**src/hw/uartc_pkg.sv**
```systemverilog
// uartc_pkg: constants and types shared by the uart channel core
package uartc_pkg;
  // ----------------------------------------------------------------
  // register map (A2..A0)
  // ----------------------------------------------------------------
  localparam logic [2:0] ADDR_DATA = 3'h0;
  localparam logic [2:0] ADDR_IE = 3'h1;
  localparam logic [2:0] ADDR_IS = 3'h2;
  localparam logic [2:0] ADDR_LC = 3'h3;
  localparam logic [2:0] ADDR_MC = 3'h4;
  localparam logic [2:0] ADDR_LS = 3'h5;
  localparam logic [2:0] ADDR_MS = 3'h6;
  localparam logic [2:0] ADDR_SP = 3'h7;
  // ----------------------------------------------------------------
  // field positions
  // ----------------------------------------------------------------
  localparam int LC_DIV_EN = 7;
  localparam int LC_BREAK = 6;
  localparam int LC_STICK = 5;
  localparam int LC_EVEN = 4;
  localparam int LC_PAR_EN = 3;
  localparam int LC_STOP2 = 2;
  localparam int MC_LOOP = 4;
  localparam int MC_OP2 = 3;
  localparam int MC_OP1 = 2;
  localparam int MC_RTS = 1;
  localparam int MC_DTR = 0;
  localparam int IE_RX = 0;
  localparam int IE_TX = 1;
  localparam int IE_LINE = 2;
  localparam int IE_MODEM = 3;
  // ----------------------------------------------------------------
  // reset values and interrupt codes
  // ----------------------------------------------------------------
  localparam logic [7:0] REG_RST = 8'h00;
  localparam logic [15:0] DIV_RST = 16'h0001;
  localparam logic [3:0] IS_NONE = 4'h1;
  localparam logic [3:0] IS_LINE = 4'h6;
  localparam logic [3:0] IS_RX = 4'h4;
  localparam logic [3:0] IS_TX = 4'h2;
  localparam logic [3:0] IS_MODEM = 4'h0;
  // ----------------------------------------------------------------
  // timing counts in 16x ticks
  // ----------------------------------------------------------------
  localparam int OVERSAMPLE = 16;
  localparam logic [3:0] TICK_LAST = 4'(OVERSAMPLE - 1);
  localparam logic [3:0] START_LAST = 4'(OVERSAMPLE / 2 - 1);
  typedef enum logic [2:0] {
    UARTC_IDLE = 3'h0, UARTC_START = 3'h1, UARTC_DATA = 3'h3,
    UARTC_PARITY = 3'h2, UARTC_STOP = 3'h6
  } uartc_state_t;
endpackage

```
**src/hw/uartc_channel_core.sv**
```systemverilog
// uartc_channel_core: one asynchronous serial channel with its register set
`timescale 1ns/10ps
module uartc_channel_core (
  input wire logic ref_clk,
  input wire logic rst_n,
  input wire logic chanSelectN,
  input wire logic [2:0] busAddr,
  input wire logic readStrobeN,
  input wire logic writeStrobeN,
  input wire logic [7:0] busWrData,
  output logic [7:0] busRdData,
  output logic busDataOe,
  output logic serTxOut,
  input wire logic serRxIn,
  output logic requestToSendN,
  output logic termReadyN,
  output logic op1N,
  output logic op2N,
  input wire logic clearToSendN,
  input wire logic setReadyN,
  input wire logic carrierDetectN,
  input wire logic ringIndicatorN,
  output logic intReq
);
  // ----------------------------------------------------------------
  // shared functions
  // ----------------------------------------------------------------
  function automatic logic [7:0] maskData(input logic [7:0] d, input logic [1:0] wl);
    maskData = d & (8'hFF >> (3'h3 - {1'b0, wl}));
  endfunction
  function automatic logic parityOf(input logic [7:0] d, input logic [7:0] lc);
    if (lc[uartc_pkg::LC_STICK]) begin
      parityOf = ~lc[uartc_pkg::LC_EVEN];
    end else begin
      parityOf = (^maskData(d, lc[1:0])) ^ ~lc[uartc_pkg::LC_EVEN];
    end
  endfunction
  // start is checked after half a bit, every later bit after a whole one
  function automatic logic [3:0] TICK_SEL(input uartc_pkg::uartc_state_t s);
    TICK_SEL = (s == uartc_pkg::UARTC_START) ? uartc_pkg::START_LAST : uartc_pkg::TICK_LAST;
  endfunction

  // ----------------------------------------------------------------
  // host bus and registers
  // ----------------------------------------------------------------
  logic [7:0] lineCtrl_reg, modemCtrl_reg, intEnable_reg, scratchPad_reg;
  logic [15:0] divisor_reg;
  logic rdPrev_reg, wrPrev_reg;
  logic rdTake, wrTake, divAccess, loopOn;
  logic [7:0] rdMux;
  logic [3:0] isCode;
  // host strobes share ref_clk; one action per strobe falling edge
  assign rdTake = !chanSelectN && !readStrobeN && rdPrev_reg;
  assign wrTake = !chanSelectN && !writeStrobeN && wrPrev_reg;
  assign divAccess = lineCtrl_reg[uartc_pkg::LC_DIV_EN];
  assign loopOn = modemCtrl_reg[uartc_pkg::MC_LOOP];
  assign busDataOe = !chanSelectN && !readStrobeN;

  always_ff @(posedge ref_clk or negedge rst_n) begin
    if (!rst_n) begin
      rdPrev_reg <= 1'b1;
      wrPrev_reg <= 1'b1;
    end else begin
      rdPrev_reg <= chanSelectN || readStrobeN;
      wrPrev_reg <= chanSelectN || writeStrobeN;
    end
  end

  // status addresses take no write: no case item for them
  always_ff @(posedge ref_clk or negedge rst_n) begin
    if (!rst_n) begin
      lineCtrl_reg <= uartc_pkg::REG_RST;
      modemCtrl_reg <= uartc_pkg::REG_RST;
      intEnable_reg <= uartc_pkg::REG_RST;
      scratchPad_reg <= uartc_pkg::REG_RST;
      divisor_reg <= uartc_pkg::DIV_RST;
    end else if (wrTake) begin
      case (busAddr)
        uartc_pkg::ADDR_DATA: begin
          if (divAccess) begin
            divisor_reg[7:0] <= busWrData;
          end
        end
        uartc_pkg::ADDR_IE: begin
          if (divAccess) begin
            divisor_reg[15:8] <= busWrData;
          end else begin
            intEnable_reg <= {4'h0, busWrData[3:0]};
          end
        end
        uartc_pkg::ADDR_LC: lineCtrl_reg <= busWrData;
        uartc_pkg::ADDR_MC: modemCtrl_reg <= {3'h0, busWrData[4:0]};
        uartc_pkg::ADDR_SP: scratchPad_reg <= busWrData;
        default: ;
      endcase
    end
  end

  // ----------------------------------------------------------------
  // pin synchronisers: rx, cts, dsr, ri, cd
  // ----------------------------------------------------------------
  logic [4:0] pinS1_reg, pinS2_reg, pinS3_reg, pinStable_reg;
  always_ff @(posedge ref_clk or negedge rst_n) begin
    if (!rst_n) begin
      pinS1_reg <= 5'h1F;
      pinS2_reg <= 5'h1F;
      pinS3_reg <= 5'h1F;
      pinStable_reg <= 5'h1F;
    end else begin
      pinS1_reg <= {carrierDetectN, ringIndicatorN, setReadyN, clearToSendN, serRxIn};
      pinS2_reg <= pinS1_reg;
      pinS3_reg <= pinS2_reg;
      pinStable_reg <= (pinS2_reg & ~(pinS2_reg ^ pinS3_reg))
                     | (pinStable_reg & (pinS2_reg ^ pinS3_reg));
    end
  end

  // ----------------------------------------------------------------
  // baud generator
  // ----------------------------------------------------------------
  logic [15:0] baudCnt_reg, divEff;
  logic tick16;
  // a zero divisor would stall the channel, so it runs as one
  assign divEff = (divisor_reg == 16'h0000) ? 16'h0001 : divisor_reg;
  // terminal-count compare lets a new divisor act within one tick period
  assign tick16 = (baudCnt_reg >= divEff - 16'h0001);
  always_ff @(posedge ref_clk or negedge rst_n) begin
    if (!rst_n) begin
      baudCnt_reg <= 16'h0000;
    end else if (tick16) begin
      baudCnt_reg <= 16'h0000;
    end else begin
      baudCnt_reg <= baudCnt_reg + 16'h0001;
    end
  end

  // ----------------------------------------------------------------
  // transmitter
  // ----------------------------------------------------------------
  uartc_pkg::uartc_state_t txState_reg;
  logic [7:0] txHold_reg, txShift_reg;
  logic txHoldEmpty_reg, txLine_reg, txParity_reg, txStop2_reg;
  logic [3:0] txTick_reg;
  logic [2:0] txBit_reg;
  logic txLoad, txBitEnd, txWrite, txLineInt;
  assign txWrite = wrTake && busAddr == uartc_pkg::ADDR_DATA && !divAccess;
  assign txLoad = txState_reg == uartc_pkg::UARTC_IDLE && !txHoldEmpty_reg;
  assign txBitEnd = tick16 && txTick_reg == uartc_pkg::TICK_LAST;
  assign txLineInt = txLine_reg && !lineCtrl_reg[uartc_pkg::LC_BREAK];

  always_ff @(posedge ref_clk or negedge rst_n) begin
    if (!rst_n) begin
      txHold_reg <= 8'h00;
      txHoldEmpty_reg <= 1'b1;
    end else if (txWrite) begin
      txHold_reg <= busWrData;
      txHoldEmpty_reg <= 1'b0;
    end else if (txLoad) begin
      txHoldEmpty_reg <= 1'b1;
    end
  end

  always_ff @(posedge ref_clk or negedge rst_n) begin
    if (!rst_n) begin
      txState_reg <= uartc_pkg::UARTC_IDLE;
      txShift_reg <= 8'h00;
      txLine_reg <= 1'b1;
      txTick_reg <= 4'h0;
      txBit_reg <= 3'h0;
      txParity_reg <= 1'b0;
      txStop2_reg <= 1'b0;
    end else begin
      if (tick16) begin
        txTick_reg <= txTick_reg + 4'h1;
      end
      case (txState_reg)
        uartc_pkg::UARTC_IDLE: begin
          txLine_reg <= 1'b1;
          if (txLoad) begin
            txShift_reg <= txHold_reg;
            txParity_reg <= parityOf(txHold_reg, lineCtrl_reg);
            txStop2_reg <= lineCtrl_reg[uartc_pkg::LC_STOP2];
            txLine_reg <= 1'b0;
            txTick_reg <= 4'h0;
            txState_reg <= uartc_pkg::UARTC_START;
          end
        end
        uartc_pkg::UARTC_START: begin
          if (txBitEnd) begin
            txLine_reg <= txShift_reg[0];
            txBit_reg <= 3'h0;
            txState_reg <= uartc_pkg::UARTC_DATA;
          end
        end
        uartc_pkg::UARTC_DATA: begin
          if (txBitEnd) begin
            if (txBit_reg == {1'b1, lineCtrl_reg[1:0]}) begin
              if (lineCtrl_reg[uartc_pkg::LC_PAR_EN]) begin
                txLine_reg <= txParity_reg;
                txState_reg <= uartc_pkg::UARTC_PARITY;
              end else begin
                txLine_reg <= 1'b1;
                txState_reg <= uartc_pkg::UARTC_STOP;
              end
            end else begin
              txShift_reg <= {1'b0, txShift_reg[7:1]};
              txLine_reg <= txShift_reg[1];
              txBit_reg <= txBit_reg + 3'h1;
            end
          end
        end
        uartc_pkg::UARTC_PARITY: begin
          if (txBitEnd) begin
            txLine_reg <= 1'b1;
            txState_reg <= uartc_pkg::UARTC_STOP;
          end
        end
        uartc_pkg::UARTC_STOP: begin
          if (txBitEnd) begin
            if (txStop2_reg) begin
              txStop2_reg <= 1'b0;
            end else begin
              txState_reg <= uartc_pkg::UARTC_IDLE;
            end
          end
        end
        default: txState_reg <= uartc_pkg::UARTC_IDLE;
      endcase
    end
  end

  // ----------------------------------------------------------------
  // receiver
  // ----------------------------------------------------------------
  uartc_pkg::uartc_state_t rxState_reg;
  logic [7:0] rxShift_reg, rxHold_reg;
  logic [3:0] rxTick_reg;
  logic [2:0] rxBit_reg;
  logic rxLinePrev_reg, rxParErr_reg, rxReady_reg, overrun_reg;
  logic [2:0] rxTags_reg;
  logic rxLine, rxSample, rxPush, rxRead, lsRead;
  logic [7:0] rxData;
  assign rxLine = loopOn ? txLineInt : pinStable_reg[0];
  assign rxSample = tick16 && rxTick_reg == TICK_SEL(rxState_reg);
  assign rxData = maskData(rxShift_reg >> (3'h3 - {1'b0, lineCtrl_reg[1:0]}), lineCtrl_reg[1:0]);
  assign rxRead = rdTake && busAddr == uartc_pkg::ADDR_DATA && !divAccess;
  assign lsRead = rdTake && busAddr == uartc_pkg::ADDR_LS;
  assign rxPush = rxState_reg == uartc_pkg::UARTC_STOP && rxSample;

  always_ff @(posedge ref_clk or negedge rst_n) begin
    if (!rst_n) begin
      rxState_reg <= uartc_pkg::UARTC_IDLE;
      rxShift_reg <= 8'h00;
      rxTick_reg <= 4'h0;
      rxBit_reg <= 3'h0;
      rxParErr_reg <= 1'b0;
      rxLinePrev_reg <= 1'b1;
    end else begin
      rxLinePrev_reg <= rxLine;
      if (tick16) begin
        rxTick_reg <= rxTick_reg + 4'h1;
      end
      if (rxSample) begin
        rxTick_reg <= 4'h0;
      end
      case (rxState_reg)
        uartc_pkg::UARTC_IDLE: begin
          if (rxLinePrev_reg && !rxLine) begin
            rxTick_reg <= 4'h0;
            rxState_reg <= uartc_pkg::UARTC_START;
          end
        end
        uartc_pkg::UARTC_START: begin
          if (rxSample) begin
            rxBit_reg <= 3'h0;
            rxParErr_reg <= 1'b0;
            // a high line here was a glitch, not a start bit
            rxState_reg <= rxLine ? uartc_pkg::UARTC_IDLE : uartc_pkg::UARTC_DATA;
          end
        end
        uartc_pkg::UARTC_DATA: begin
          if (rxSample) begin
            rxShift_reg <= {rxLine, rxShift_reg[7:1]};
            rxBit_reg <= rxBit_reg + 3'h1;
            if (rxBit_reg == {1'b1, lineCtrl_reg[1:0]}) begin
              rxState_reg <= lineCtrl_reg[uartc_pkg::LC_PAR_EN] ?
                uartc_pkg::UARTC_PARITY : uartc_pkg::UARTC_STOP;
            end
          end
        end
        uartc_pkg::UARTC_PARITY: begin
          if (rxSample) begin
            rxParErr_reg <= rxLine != parityOf(rxData, lineCtrl_reg);
            rxState_reg <= uartc_pkg::UARTC_STOP;
          end
        end
        uartc_pkg::UARTC_STOP: begin
          if (rxSample) begin
            rxState_reg <= uartc_pkg::UARTC_IDLE;
          end
        end
        default: rxState_reg <= uartc_pkg::UARTC_IDLE;
      endcase
    end
  end

  // holding stage: byte plus break, framing and parity tags
  always_ff @(posedge ref_clk or negedge rst_n) begin
    if (!rst_n) begin
      rxHold_reg <= 8'h00;
      rxTags_reg <= 3'h0;
      rxReady_reg <= 1'b0;
    end else if (rxPush) begin
      rxHold_reg <= rxData;
      rxTags_reg <= {rxData == 8'h00 && !rxLine, !rxLine, rxParErr_reg};
      rxReady_reg <= 1'b1;
    end else if (rxRead) begin
      rxReady_reg <= 1'b0;
      rxTags_reg <= 3'h0;
    end
  end

  // overrun: set wins over the clear made by a status read
  always_ff @(posedge ref_clk or negedge rst_n) begin
    if (!rst_n) begin
      overrun_reg <= 1'b0;
    end else if (rxPush && rxReady_reg && !rxRead) begin
      overrun_reg <= 1'b1;
    end else if (lsRead) begin
      overrun_reg <= 1'b0;
    end
  end

  // ----------------------------------------------------------------
  // modem status and interrupt source
  // ----------------------------------------------------------------
  logic [3:0] modemIn, modemPrev_reg, modemDelta_reg;
  logic txIntPend_reg, txEmptyPrev_reg, txIeOnPrev_reg;
  logic [7:0] lineStatus, modemStatus;
  // loopback drives the modem inputs from control bits instead of pins
  assign modemIn = loopOn ?
    {modemCtrl_reg[uartc_pkg::MC_OP2], modemCtrl_reg[uartc_pkg::MC_OP1],
     modemCtrl_reg[uartc_pkg::MC_DTR], modemCtrl_reg[uartc_pkg::MC_RTS]}
    : ~pinStable_reg[4:1];
  assign lineStatus = {1'b0, txHoldEmpty_reg && txState_reg == uartc_pkg::UARTC_IDLE,
                       txHoldEmpty_reg, rxTags_reg, overrun_reg, rxReady_reg};
  assign modemStatus = {modemIn, modemDelta_reg};

  always_ff @(posedge ref_clk or negedge rst_n) begin
    if (!rst_n) begin
      modemPrev_reg <= 4'h0;
      modemDelta_reg <= 4'h0;
    end else begin
      modemPrev_reg <= modemIn;
      modemDelta_reg <= (rdTake && busAddr == uartc_pkg::ADDR_MS ? 4'h0 : modemDelta_reg)
                      | ((modemIn ^ modemPrev_reg) & {2'b11, ~modemIn[2], 1'b1});
    end
  end

  always_comb begin
    if (intEnable_reg[uartc_pkg::IE_LINE] && (overrun_reg || rxTags_reg != 3'h0)) begin
      isCode = uartc_pkg::IS_LINE;
    end else if (intEnable_reg[uartc_pkg::IE_RX] && rxReady_reg) begin
      isCode = uartc_pkg::IS_RX;
    end else if (intEnable_reg[uartc_pkg::IE_TX] && txIntPend_reg) begin
      isCode = uartc_pkg::IS_TX;
    end else if (intEnable_reg[uartc_pkg::IE_MODEM] && modemDelta_reg != 4'h0) begin
      isCode = uartc_pkg::IS_MODEM;
    end else begin
      isCode = uartc_pkg::IS_NONE;
    end
  end

  // tx interrupt arms on empty or on enabling while empty; set wins over clear
  always_ff @(posedge ref_clk or negedge rst_n) begin
    if (!rst_n) begin
      txIntPend_reg <= 1'b0;
      txEmptyPrev_reg <= 1'b1;
      txIeOnPrev_reg <= 1'b0;
    end else begin
      txEmptyPrev_reg <= txHoldEmpty_reg;
      txIeOnPrev_reg <= intEnable_reg[uartc_pkg::IE_TX];
      if (txHoldEmpty_reg && (!txEmptyPrev_reg
          || (intEnable_reg[uartc_pkg::IE_TX] && !txIeOnPrev_reg))) begin
        txIntPend_reg <= 1'b1;
      end else if (txWrite || (rdTake && busAddr == uartc_pkg::ADDR_IS
                   && isCode == uartc_pkg::IS_TX)) begin
        txIntPend_reg <= 1'b0;
      end
    end
  end

  // ----------------------------------------------------------------
  // read mux and outputs
  // ----------------------------------------------------------------
  always_comb begin
    case (busAddr)
      uartc_pkg::ADDR_DATA: rdMux = divAccess ? divisor_reg[7:0] : rxHold_reg;
      uartc_pkg::ADDR_IE: rdMux = divAccess ? divisor_reg[15:8] : intEnable_reg;
      uartc_pkg::ADDR_IS: rdMux = {4'h0, isCode};
      uartc_pkg::ADDR_LC: rdMux = lineCtrl_reg;
      uartc_pkg::ADDR_MC: rdMux = modemCtrl_reg;
      uartc_pkg::ADDR_LS: rdMux = lineStatus;
      uartc_pkg::ADDR_MS: rdMux = modemStatus;
      uartc_pkg::ADDR_SP: rdMux = scratchPad_reg;
      default: rdMux = 8'h00;
    endcase
  end

  always_ff @(posedge ref_clk or negedge rst_n) begin
    if (!rst_n) begin
      busRdData <= 8'h00;
      serTxOut <= 1'b1;
      requestToSendN <= 1'b1;
      termReadyN <= 1'b1;
      op1N <= 1'b1;
      op2N <= 1'b1;
      intReq <= 1'b0;
    end else begin
      if (rdTake) begin
        busRdData <= rdMux;
      end
      serTxOut <= loopOn ? 1'b1 : txLineInt;
      requestToSendN <= loopOn || !modemCtrl_reg[uartc_pkg::MC_RTS];
      termReadyN <= loopOn || !modemCtrl_reg[uartc_pkg::MC_DTR];
      op1N <= loopOn || !modemCtrl_reg[uartc_pkg::MC_OP1];
      op2N <= loopOn || !modemCtrl_reg[uartc_pkg::MC_OP2];
      intReq <= isCode != uartc_pkg::IS_NONE;
    end
  end

  // ----------------------------------------------------------------
  // assertions
  // ----------------------------------------------------------------
  logic [15:0] gapCnt_reg;
  logic gapValid_reg;
  always_ff @(posedge ref_clk or negedge rst_n) begin
    if (!rst_n) begin
      gapCnt_reg <= 16'h0000;
      gapValid_reg <= 1'b0;
    end else begin
      gapCnt_reg <= tick16 ? 16'h0001 : gapCnt_reg + 16'h0001;
      gapValid_reg <= wrTake ? 1'b0 : (gapValid_reg || tick16);
    end
  end
endmodule

```
**config.mk**
```make
export PLATFORM = sky130hd
export DESIGN_NAME = uartc_channel_core
export DESIGN_NICKNAME = d
export VERILOG_FILES = /design/src/hw/uartc_pkg.sv /design/src/hw/uartc_channel_core.sv
export SDC_FILE = /design/constraint.sdc
export NUM_CORES = 1
export LEC_CHECK = 0
export BUFFER_PORTS_ARGS = -buffer_cell sky130_fd_sc_hd__buf_2
export CAP_MARGIN = 20
export CORE_MARGIN = 2
export CORE_UTILIZATION = 56
export DETAILED_ROUTE_END_ITERATION = 10
export GPL_TIMING_DRIVEN = 0
export PLACE_DENSITY_LB_ADDON = 0.2
export SYNTH_ARGS = -nofsm -noshare
export SYNTH_HDL_FRONTEND = slang
export SYNTH_SLANG_ARGS = --single-unit
```
**constraint.sdc**
```tcl
create_clock -name ref_clk -period 12.5 [get_ports ref_clk]
set_input_delay 0.625 -clock ref_clk [delete_from_list [all_inputs] [get_ports ref_clk]]
set_output_delay 0.625 -clock ref_clk [all_outputs]
set_load 0.03 [all_outputs]
```
After elaboration in Yosys (flattened, before gate mapping). Cells that the tools add are included.

Output and inout port bits: 15. Input port bits: 21. Logic and storage cells: 268. Bits in registers: 167.

Shift operators: 2. Mux-type cells: 75. Add/sub/neg operators: 7. Reduce and logical (&&, ||, !) cells: 86. Equal/unequal tests: 36. Bitwise gates (word level): 17. $lt $le $gt $ge: 1.

Operators with widths (count): 3-bit 2-to-1 mux (22); 8-bit case mux with 8 select lines (1); 4-bit 2-to-1 mux (10); 8-bit 2-to-1 mux (5); 16-bit 2-to-1 mux (2); 3-bit case mux with 5 select lines (2); 1-bit logical AND (28); 2-bit inequality test, second input constant (14); 1-bit 2-to-1 mux (25); 8-bit AND (3); 3-bit by 2-bit == test with 1-bit output, second input constant (6); 3-bit == test, second input constant (6); 3-bit AND reduction (6); 2-bit nonzero test (9); 16-bit by 1-bit adder with 16-bit output, second input constant (1); 16-bit greater-or-equal comparator (1); 16-bit zero test (1); 8-bit case mux with 2 select lines (1); 8-bit XOR reduction (2); 16-bit by 1-bit subtractor with 16-bit output, second input constant (1); 1-bit zero test (14); 3-bit case mux with 2 select lines (2); 4-bit AND reduction (3); 5-bit AND (2); 32 further kinds (57).

Longest topological paths before layout. Gate-level depths: netlist of run 1.

Word-level depth: 12. Mapped depth: 21. Gate-level depth less buffers: 17.

Worst setup path before layout of run 1. No wires, ideal clock.

Path kind: flip-flop to flip-flop. Start point: register divisor_reg[5]. End point: register rxShift_reg[0]. Path slack: 8333 ps. Arrival time: 4042 ps. Period minus slack after synthesis: 4167 ps. Data required time: 12375 ps. Cell stages (with the launch flop): 17. Path buffers: 1. Library setup time: 125 ps. Cells stage by stage: dfrtp_1 > clkbuf_1 > or4_1 > or4_4 > nor2_1 > a21oi_1 > ha_1 > nand2_1 > or2_2 > or4_1 > nor4_1 > xnor2_1 > ha_1 > nand4_1 > o31ai_2 > nand4_2 > mux2_2.

Word-level cells in the longest chain between the ends: 6.

RTL lines: from (decl) (line uartc_channel_core.sv:47) `logic [15:0] divisor_reg;`; from (signal assigned) (line uartc_channel_core.sv:76) `divisor_reg <= uartc_pkg::DIV_RST;`; from (signal assigned) (line uartc_channel_core.sv:81) `divisor_reg[7:0] <= busWrData;`; 16-bit zero test (line uartc_channel_core.sv:124) `assign divEff = (divisor_reg == 16'h0000) ? 16'h0001 : divisor_reg;`; 16-bit 2-to-1 mux * (line uartc_channel_core.sv:124); 16-bit by 1-bit subtractor with 16-bit output * (line uartc_channel_core.sv:126) `assign tick16 = (baudCnt_reg >= divEff - 16'h0001);`; 16-bit greater-or-equal comparator * (line uartc_channel_core.sv:126); 1-bit logical AND * (line uartc_channel_core.sv:244) `assign rxSample = tick16 && rxTick_reg == TICK_SEL(rxState_reg);`; 2-bit AND reduction (no line) *; to (signal assigned) (line uartc_channel_core.sv:283) `rxShift_reg <= {rxLine, rxShift_reg[7:1]};`; to (decl) (line uartc_channel_core.sv:236) `logic [7:0] rxShift_reg, rxHold_reg;`.

Every way passes the cells marked *; elsewhere a longest branch is shown, timed or not. A chain may end at the register's enable or synchronous reset.

Worst setup path in the final report of run 1.
Start point: register divisor_reg[5]. End point: register txBit_reg[1].

Word-level cells in the longest chain between the ends: 7. Elaborated cells on any way between the ends: 8. Classes of those cells: add/sub: 1; order compare: 1; eq/ne: 2; mux: 1; reduce/logical: 3.

RTL lines: 16-bit zero test (line uartc_channel_core.sv:124); 16-bit 2-to-1 mux * (line uartc_channel_core.sv:124); 16-bit by 1-bit subtractor with 16-bit output * (line uartc_channel_core.sv:126); 16-bit greater-or-equal comparator * (line uartc_channel_core.sv:126); 1-bit logical AND * (line uartc_channel_core.sv:148) `assign txBitEnd = tick16 && txTick_reg == uartc_pkg::TICK_LAST;`; 2-bit inequality test (no line); 4-bit AND reduction (no line) *; to (signal assigned) (line uartc_channel_core.sv:208) `txBit_reg <= txBit_reg + 3'h1;`; to (decl) (line uartc_channel_core.sv:144) `logic [2:0] txBit_reg;`.

Marked as above.

==> metrics.md, run 1 <==
| Metric | Value |
|---|---|
| Storage cell area | roughly 0.0042 sq mm |
| Tcrit/Tclk final | 0.4144 |
| Crit path time final | slightly above 5000 ps |
| Clk_lat worst skew | between 400 and 500 ps |
| Power Dens Cells | about 190 mW/mm^2 |
| Data arrival, critical path | about 5500 ps |
| Post-DP HPWL | 14.15 mm |
| Simple-gate share of the synthesized area | 0.1355 |
| Worst Clk Skew | slightly above 8 ps |
| CTS tree | done |
| Max-Cap Viols | 0 |
| DIE AREA | roughly 0.016 sq mm |
| Share of layout cells above drive strength 1 | 0.2278 |
| Hold Crit Class | input port to asynchronous set/reset pin |
| Final Non-Filler Cells | approximately 1,000 |
| Count of final setup violators | 0 |
| Synth Area in XOR/XNOR | 0.04772 |
| Total gr overflow | 0 |
| Vias in the first global route | approximately 6,100 |
| Post-CTS sizing | 0 |
| F_max | approximately 0.19 GHz |
| Initial antenna violation count | 0 |
| Filler cells | around 1,100 |
| Tot GR Track Use | 0.2576 |
| Yosys reg bits | around 170 |
| Cts bufs inserted | 17 |
| Count leader, synth | dfrtp_1 |
| Largest net degree at the start of global routing | 91 |
| Maximum VDD drop | between 0.1 and 0.15 mV |
| Status | finished, final reports clean |
| Post-CTS Setup Bufs | 0 |
| Distinct cells, synth | about 70 |
| Cell Rows | 44 |
| Depth of the CTS H-tree | 4 |
| Endpoints failing hold | 0 |
| Iteration count of the initial detailed-routing pass | 6 |
| Starting density of the core | 0.5765 |
| Placer congestion estimate | 0.9465 |
| Main synth FF type | dfrtp_1 |
| Slew @ Worst Pin | ~950 ps |
| Post-synth top area share | 0.4002 |
| Mapped Area | between 0.008 and 0.009 sq mm |
| # port buffers | 33 |
| Post-route ant nets | 0 |
| CP max-delay cell | o31ai_2 |
| Mean post-synth cell area | between 10 and 15 sq um |
| Placed Cells incl. Taps | roughly 1,000 |
| Slew HR | 0.3611 |
| First-pass GRT wire length | between 30 and 40 mm |
| # DRC | 0 |
| CTS Buffer Depth | 2 |
| Post-Route Setup TNS | 0 ps |
| Core Region | ~0.015 sq mm |
| Clock Pin Slew Worst Setup and Hold Paths | approximately 60 ps |
| Fin. max-slew vios | 0 |
| DRT Wirelength | roughly 20 mm |
| CP endpoint kind | flop |
| CTS Sinks | around 170 |
| Syn Inst Count | around 780 |
| # IOs | 36 |
| Nets | 876 |
| Commonest cells post-synth | dfrtp_1, mux2_2, nand2_1, nor2_1, dfstp_2 |
| YS warnings | 0 |
| Area Overhead vs Synth | 12.05% |
| Final Power | 0.001763 W |
| Unrepaired setup endpoints after global routing | no |
| Compound-cell area share of the yosys netlist | 0.1246 |
| Crit path cell chain | clkbuf_1 -> or4_1 -> or4_4 -> nor2_1 -> a21oi_1 -> ha_1 -> nand2_1 -> or2_2 -> or4_1 -> nor4_1 -> xnor2_1 -> ha_1 -> nand4_1 -> o31ai_2 -> clkbuf_1 -> nand3_1 -> a32o_1 |
| Die X | 126.8 microns |
| Hold buffers post-CTS | 0 |
| Multi-input logic area | about 0.0040 sq mm |
| Synth Area in Adders | 0.04298 |
| Async set-reset flop share out of synthesis | 1.000 |
| Worst EP required | 12,820 ps |
| Largest area contributor in the netlist | dfrtp_1 |
| Lkg Pwr | 4.101 nW |
| Largest family of logic cells by synthesized area | simple AND/OR/NAND/NOR gates |
| Diodes inserted | 0 |
| CP Class | flop to flop |
| Routed len/inst | roughly 19 microns |
| Die Y | about 130 microns |
| Post-synth EDFFs | 0 |
| Post-synthesis mux area share | 0.1223 |
| Synth Net Count | between 800 and 900 |
| Max FO, Critical Path | 10 |
| Root Buffer | clkbuf_16 |
| Synth area leaders | dfrtp_1, dfstp_2, mux2_2 |
| Drt via density | 6.140 |
| DR iter-0 viols | between 500 and 600 |
| Critical Path Start Type | flop |
| DR vias | around 6,300 |
| Crit path largest cell delay | about 870 ps |
| Sequential area share after synthesis | 0.4998 |
[where the power goes]
part	total, W	internal (W)	leakage, nW	switching, W
combinational	0.000502	0.000219	1.76	0.000283
sequential	0.000744	0.000650	2.06	0.0000947
clock	0.000516	0.000306	0.277	0.000210
total	0.00176	0.00117	4.10	0.000588
[metal layers]
metal / wire (microns) / vias to the layer above / share of wire / track usage
met4: 234 / 0 / 0.012 / 0.06658
met1: 9022 / 3166 / 0.45 / 0.3621
met5: 0 / - / 0 / 0
met2: 9593 / 202 / 0.48 / 0.4127
met3: 1080 / 19 / 0.054 / 0.05314
li1: - / 2919 / - / -
[path summary, 6_finish.rpt]
kind | startpoint | endpoint | slack [ps] | cells past startpoint
max reg2reg | divisor_reg[5] | txBit_reg[1] | 7320 | 17
min | rst_n | modemPrev_reg[0] | 210 | 1
max in group asynchronous | rst_n | txLine_reg | 11390 | 2
min in group ref_clk | setReadyN | pinS1_reg[2] | 290 | 1
max | divisor_reg[5] | txBit_reg[1] | 7320 | 17
min reg2reg | pinS1_reg[4] | pinS2_reg[4] | 360 | 0
[kinds of logic (layout without fill, tap and decap cells)]
kind of cell / Yosys count / after routing
simple gates: 229 / 229
compound gates: 153 / 153
xor+xnor: 46 / 46
mux: 94 / 94
fa+ha+maj: 30 / 30
flops: 167 / 167
buf+inv: 57 / 124
[cell usage in the layout, fill, tap and decap left out, drive strengths merged, types with 5 or more instances in the layout]
cell type,instances
nand2,72
a211oi,5
a31oi,8
o31ai,16
nand4,6
xnor2,31
nand2b,9
a21oi,30
dfstp,32
maj3,5
and3,8
nor2,48
ha,25
and2,8
dfrtp,135
mux2,73
a221oi,5
or3,10
clkbuf,49
o21ai,40
mux2i,21
xor2,15
inv,21
nor2b,9
nand3,25
buf,46
o32ai,7
nor3,13
a2bb2oi,9
or4,5
[per-stage QoR]
stage | cell area (sq um) | util | setup slack (ps) | hold slack (ps)
floorplan | 8442 | - | 8333 | 329.4
global placement | 8837 | 0.6035 | 7611 | 345.6
detailed placement | 8876 | 0.6061 | 7387 | 347.2
CTS | 9459 | 0.6459 | 7373 | 237.2
global route | 9459 | 0.6459 | 6864 | 262.5
finish | 9459 | 0.6459 | 7320 | 208.6
[critical path, delay by kind of cell, from the launching register on]
kind | cells | cell delay, ps
DFF | 1 | 330
AOI/OAI and AO/OA | 3 | 1340
adders and majority gates | 2 | 530
buffers and inverters | 2 | 830
and+or+nand+nor | 9 | 1930
xor gates and xnor gates | 1 | 120
[final cells by class]
cell class / count / share of cell area
tap: 184 / 0.02434
multi-input combinational: 552 / 0.4222
inverter: 19 / 0.007540
timing repair buffer: 35 / 0.02156
buffer: 38 / 0.01667
clock buffer: 22 / 0.04907
sequential: 167 / 0.4460
clock inverter: 10 / 0.01257
Note: power is estimated with default switching activity, not from simulation.
==> run 2, diff against run 1 <==
==> constraint.sdc (replaced) <==
create_clock -name ref_clk -period 5 [get_ports ref_clk]
set_input_delay 0.25 -clock ref_clk [delete_from_list [all_inputs] [get_ports ref_clk]]
set_output_delay 0.25 -clock ref_clk [all_outputs]
set_load 0.03 [all_outputs]
==> run 2 against run 1 <==
Compared with the run above: hold slack got worse by 180 ps; global-route usage barely moved; clock power rose to 2.5 times the previous value; sequential cell count did not move; sequential share of layout area fell by 0.40 points; critical endpoint is now rxHold_reg[5]; largest cell class unchanged; largest power group unchanged.
==> metrics.md, run 2 (same netlist as run 1, synthesis figures left out) <==
| Metric | Value |
|---|---|
| Clk_lat worst skew | 430 ps (about the same) |
| Largest net degree at the start of global routing | 91 (unchanged) |
| Hold Crit Class | input port to flop |
| Lkg Pwr | 4.140 nW (+0.95%) |
| Most frequent cells in the layout | dfrtp_1, mux2_2, nand2_1, nor2_1, buf_2 |
| Post-route ant nets | 0 (unchanged) |
| Power Dens Cells | 464.5 mW/mm^2 (+150%) |
| Crit. Startpoint | divisor_reg[8] |
| DR vias | 6,341 (+0.56%) |
| Placer congestion estimate | 0.9465 (unchanged) |
| Tcrit/Tclk final | 0.9536 (+0.5391) |
| Status | finished, final reports clean |
| Initial antenna violation count | 0 (unchanged) |
| Endpoints failing hold | 0 (unchanged) |
| Routed len/inst | 19.39 microns (-0.11%) |
| Slew @ Worst Pin | 832.9 ps (-119.7 ps) |
| Critical Path Start Type | flop |
| CTS tree | done |
| Post-DP HPWL | 14.15 mm (unchanged) |
| R2R Path End | rxHold_reg[5] |
| Vias in the first global route | 6,124 (+0.11%) |
| Drt via density | 6.138 (about the same) |
| Worst R2R Setup Slack | 230 ps (-7090 ps) |
| Max-Cap Viols | 0 (unchanged) |
| Reg2Reg Depth | 18 (+1) |
| Die X | 126.8 microns (unchanged) |
| Highest routed layer | met4 |
| CTS Buffer Depth | 2 (unchanged) |
| Reg2reg start | divisor_reg[8] |
| Slew HR | 0.4417 (+0.08058) |
| Worst EP required | 5350 ps (-7470 ps) |
| Diodes inserted | 0 (unchanged) |
| First-pass GRT wire length | 32.27 mm (about the same) |
| Tot GR Track Use | 0.2578 (about the same) |
| Starting density of the core | 0.5765 (unchanged) |
| Post-Route Setup TNS | 0 ps (unchanged) |
| Worst Clk Skew | 7.953 ps (-0.3263 ps) |
| Total gr overflow | 0 (unchanged) |
| CTS Sinks | 167 (unchanged) |
| Clock Pin Slew Worst Setup and Hold Paths | 60 ps (about the same) |
| Maximum VDD drop | 0.3001 mV (+150%) |
| DR iter-0 viols | 581 (+8.2%) |
| CP Capture Point | rxHold_reg[5] |
| Count of final setup violators | 0 (unchanged) |
| Cell Rows | 44 (unchanged) |
| Depth of the CTS H-tree | 4 (unchanged) |
| Met3 wire length | 1.157 mm (+7.1%) |
| # IOs | 36 (unchanged) |
| Post-CTS Setup Bufs | 0 (unchanged) |
| Cts bufs inserted | 17 (unchanged) |
| Die Y | 126.8 microns (unchanged) |
| DRT Wirelength | 20.03 mm (+0.47%) |
| Data arrival, critical path | 5120 ps (-380 ps) |
| Share of layout cells above drive strength 1 | 0.2356 (+0.007813) |
| DIE AREA | 0.01607 sq mm (unchanged) |
| Max FO, Critical Path | 10 (unchanged) |
| Root Buffer | clkbuf_16 |
| Commonest non-fill, non-tap cell in the layout | dfrtp_1 |
| Iteration count of the initial detailed-routing pass | 6 (unchanged) |
| CP Class | flop to flop |
| CP endpoint kind | flop |
| Hold_ws | 33.52 ps (-175.0 ps) |
| Crit path time final | 4768 ps (-412.6 ps) |
| F_max | 0.2097 GHz (+8.7%) |
| Core Region | 0.01464 sq mm (unchanged) |
| # DRC | 0 (unchanged) |
| Nets | 882 (+0.68%) |
| # port buffers | 33 (unchanged) |
| Post-Route M1 WL | 9.019 mm (about the same) |
| Area Overhead vs Synth | 13.13% |
| Fin. max-slew vios | 0 (unchanged) |
| Met2 WL | 9.608 mm (+0.16%) |
run 2: what timing repair did:
| item | CTS | global route |
|---|---|---|
| hold buffers | 6 | 0 |
| gates resized for setup | 3 | 10 |
| pin swaps | 0 | 2 |
| hold endpoints to repair | 56 | 0 |
| setup endpoints to repair | 12 | 54 |
run 2: per-layer routing:
metal / global-route usage / vias to the layer above
met2: 0.4130 / 214
li1: - / 2930
met3: 0.05314 / 21
met4: 0.06658 / 0
met5: 0 / -
met1: 0.3624 / 3176
run 2: area by class of cell:
| class | count | area, sq um |
|---|---|---|
| Fill cell | 1131 | 5094 |
| Clock inverter | 10 | 118.9 |
| Inverter | 19 | 71.32 |
| Multi-Input combinational cell | 552 | 4013 |
| Sequential cell | 167 | 4222 |
| Timing Repair Buffer | 41 | 264.0 |
| Buffer | 38 | 167.7 |
| Clock buffer | 22 | 464.2 |
| Tap cell | 184 | 230.2 |
run 2: stage by stage:
stage,power [W],setup slack (ps),cells,area [sq um],utilization
after CTS,0.004444,41.53,1033,9530,0.6508
after detailed placement,0.003116,-112.6,995,8876,0.6061
final,0.004437,232.2,1033,9550,0.6522
after floorplan,0.002750,832.9,776,8442,-
after global routing,0.004699,-8.554,1033,9550,0.6522
after global placement,0.003035,111.1,993,8837,0.6035
run 2: worst min path at each step:
stage	startpoint	endpoint	depth (start not counted)	slack, ps
5_1_grt	writeStrobeN	wrPrev_reg	3	30
4_1_cts	writeStrobeN	wrPrev_reg	3	20
2_1_floorplan	rst_n	baudCnt_reg[0]	0	-50
3_5_place_dp	rst_n	modemPrev_reg[0]	1	320
6_report	writeStrobeN	wrPrev_reg	3	30
3_3_place_gp	pinS1_reg[0]	pinS2_reg[0]	0	350
run 2: critical path, stage by stage (launching register included):
cell and delay, ps:
dfrtp_2 480, or4_4 570, or4_4 530, nor2_1 100
a21oi_1 100, ha_1 240, nand2_1 110, or2_2 130
or4_1 220, nor2_1 100, xnor2_1 140, ha_1 280
nand4_1 210, o31a_1 400, clkbuf_4 210, or3_1 420
clkbuf_2 170, buf_6 150, o21ai_1 130
run 2: power breakdown:
part / switching [W] / total, W / internal [W]
sequential: 0.000237 / 0.00186 / 0.00162
combinational: 0.000724 / 0.00128 / 0.000558
clock: 0.000529 / 0.00129 / 0.000764
total: 0.00149 / 0.00444 / 0.00295
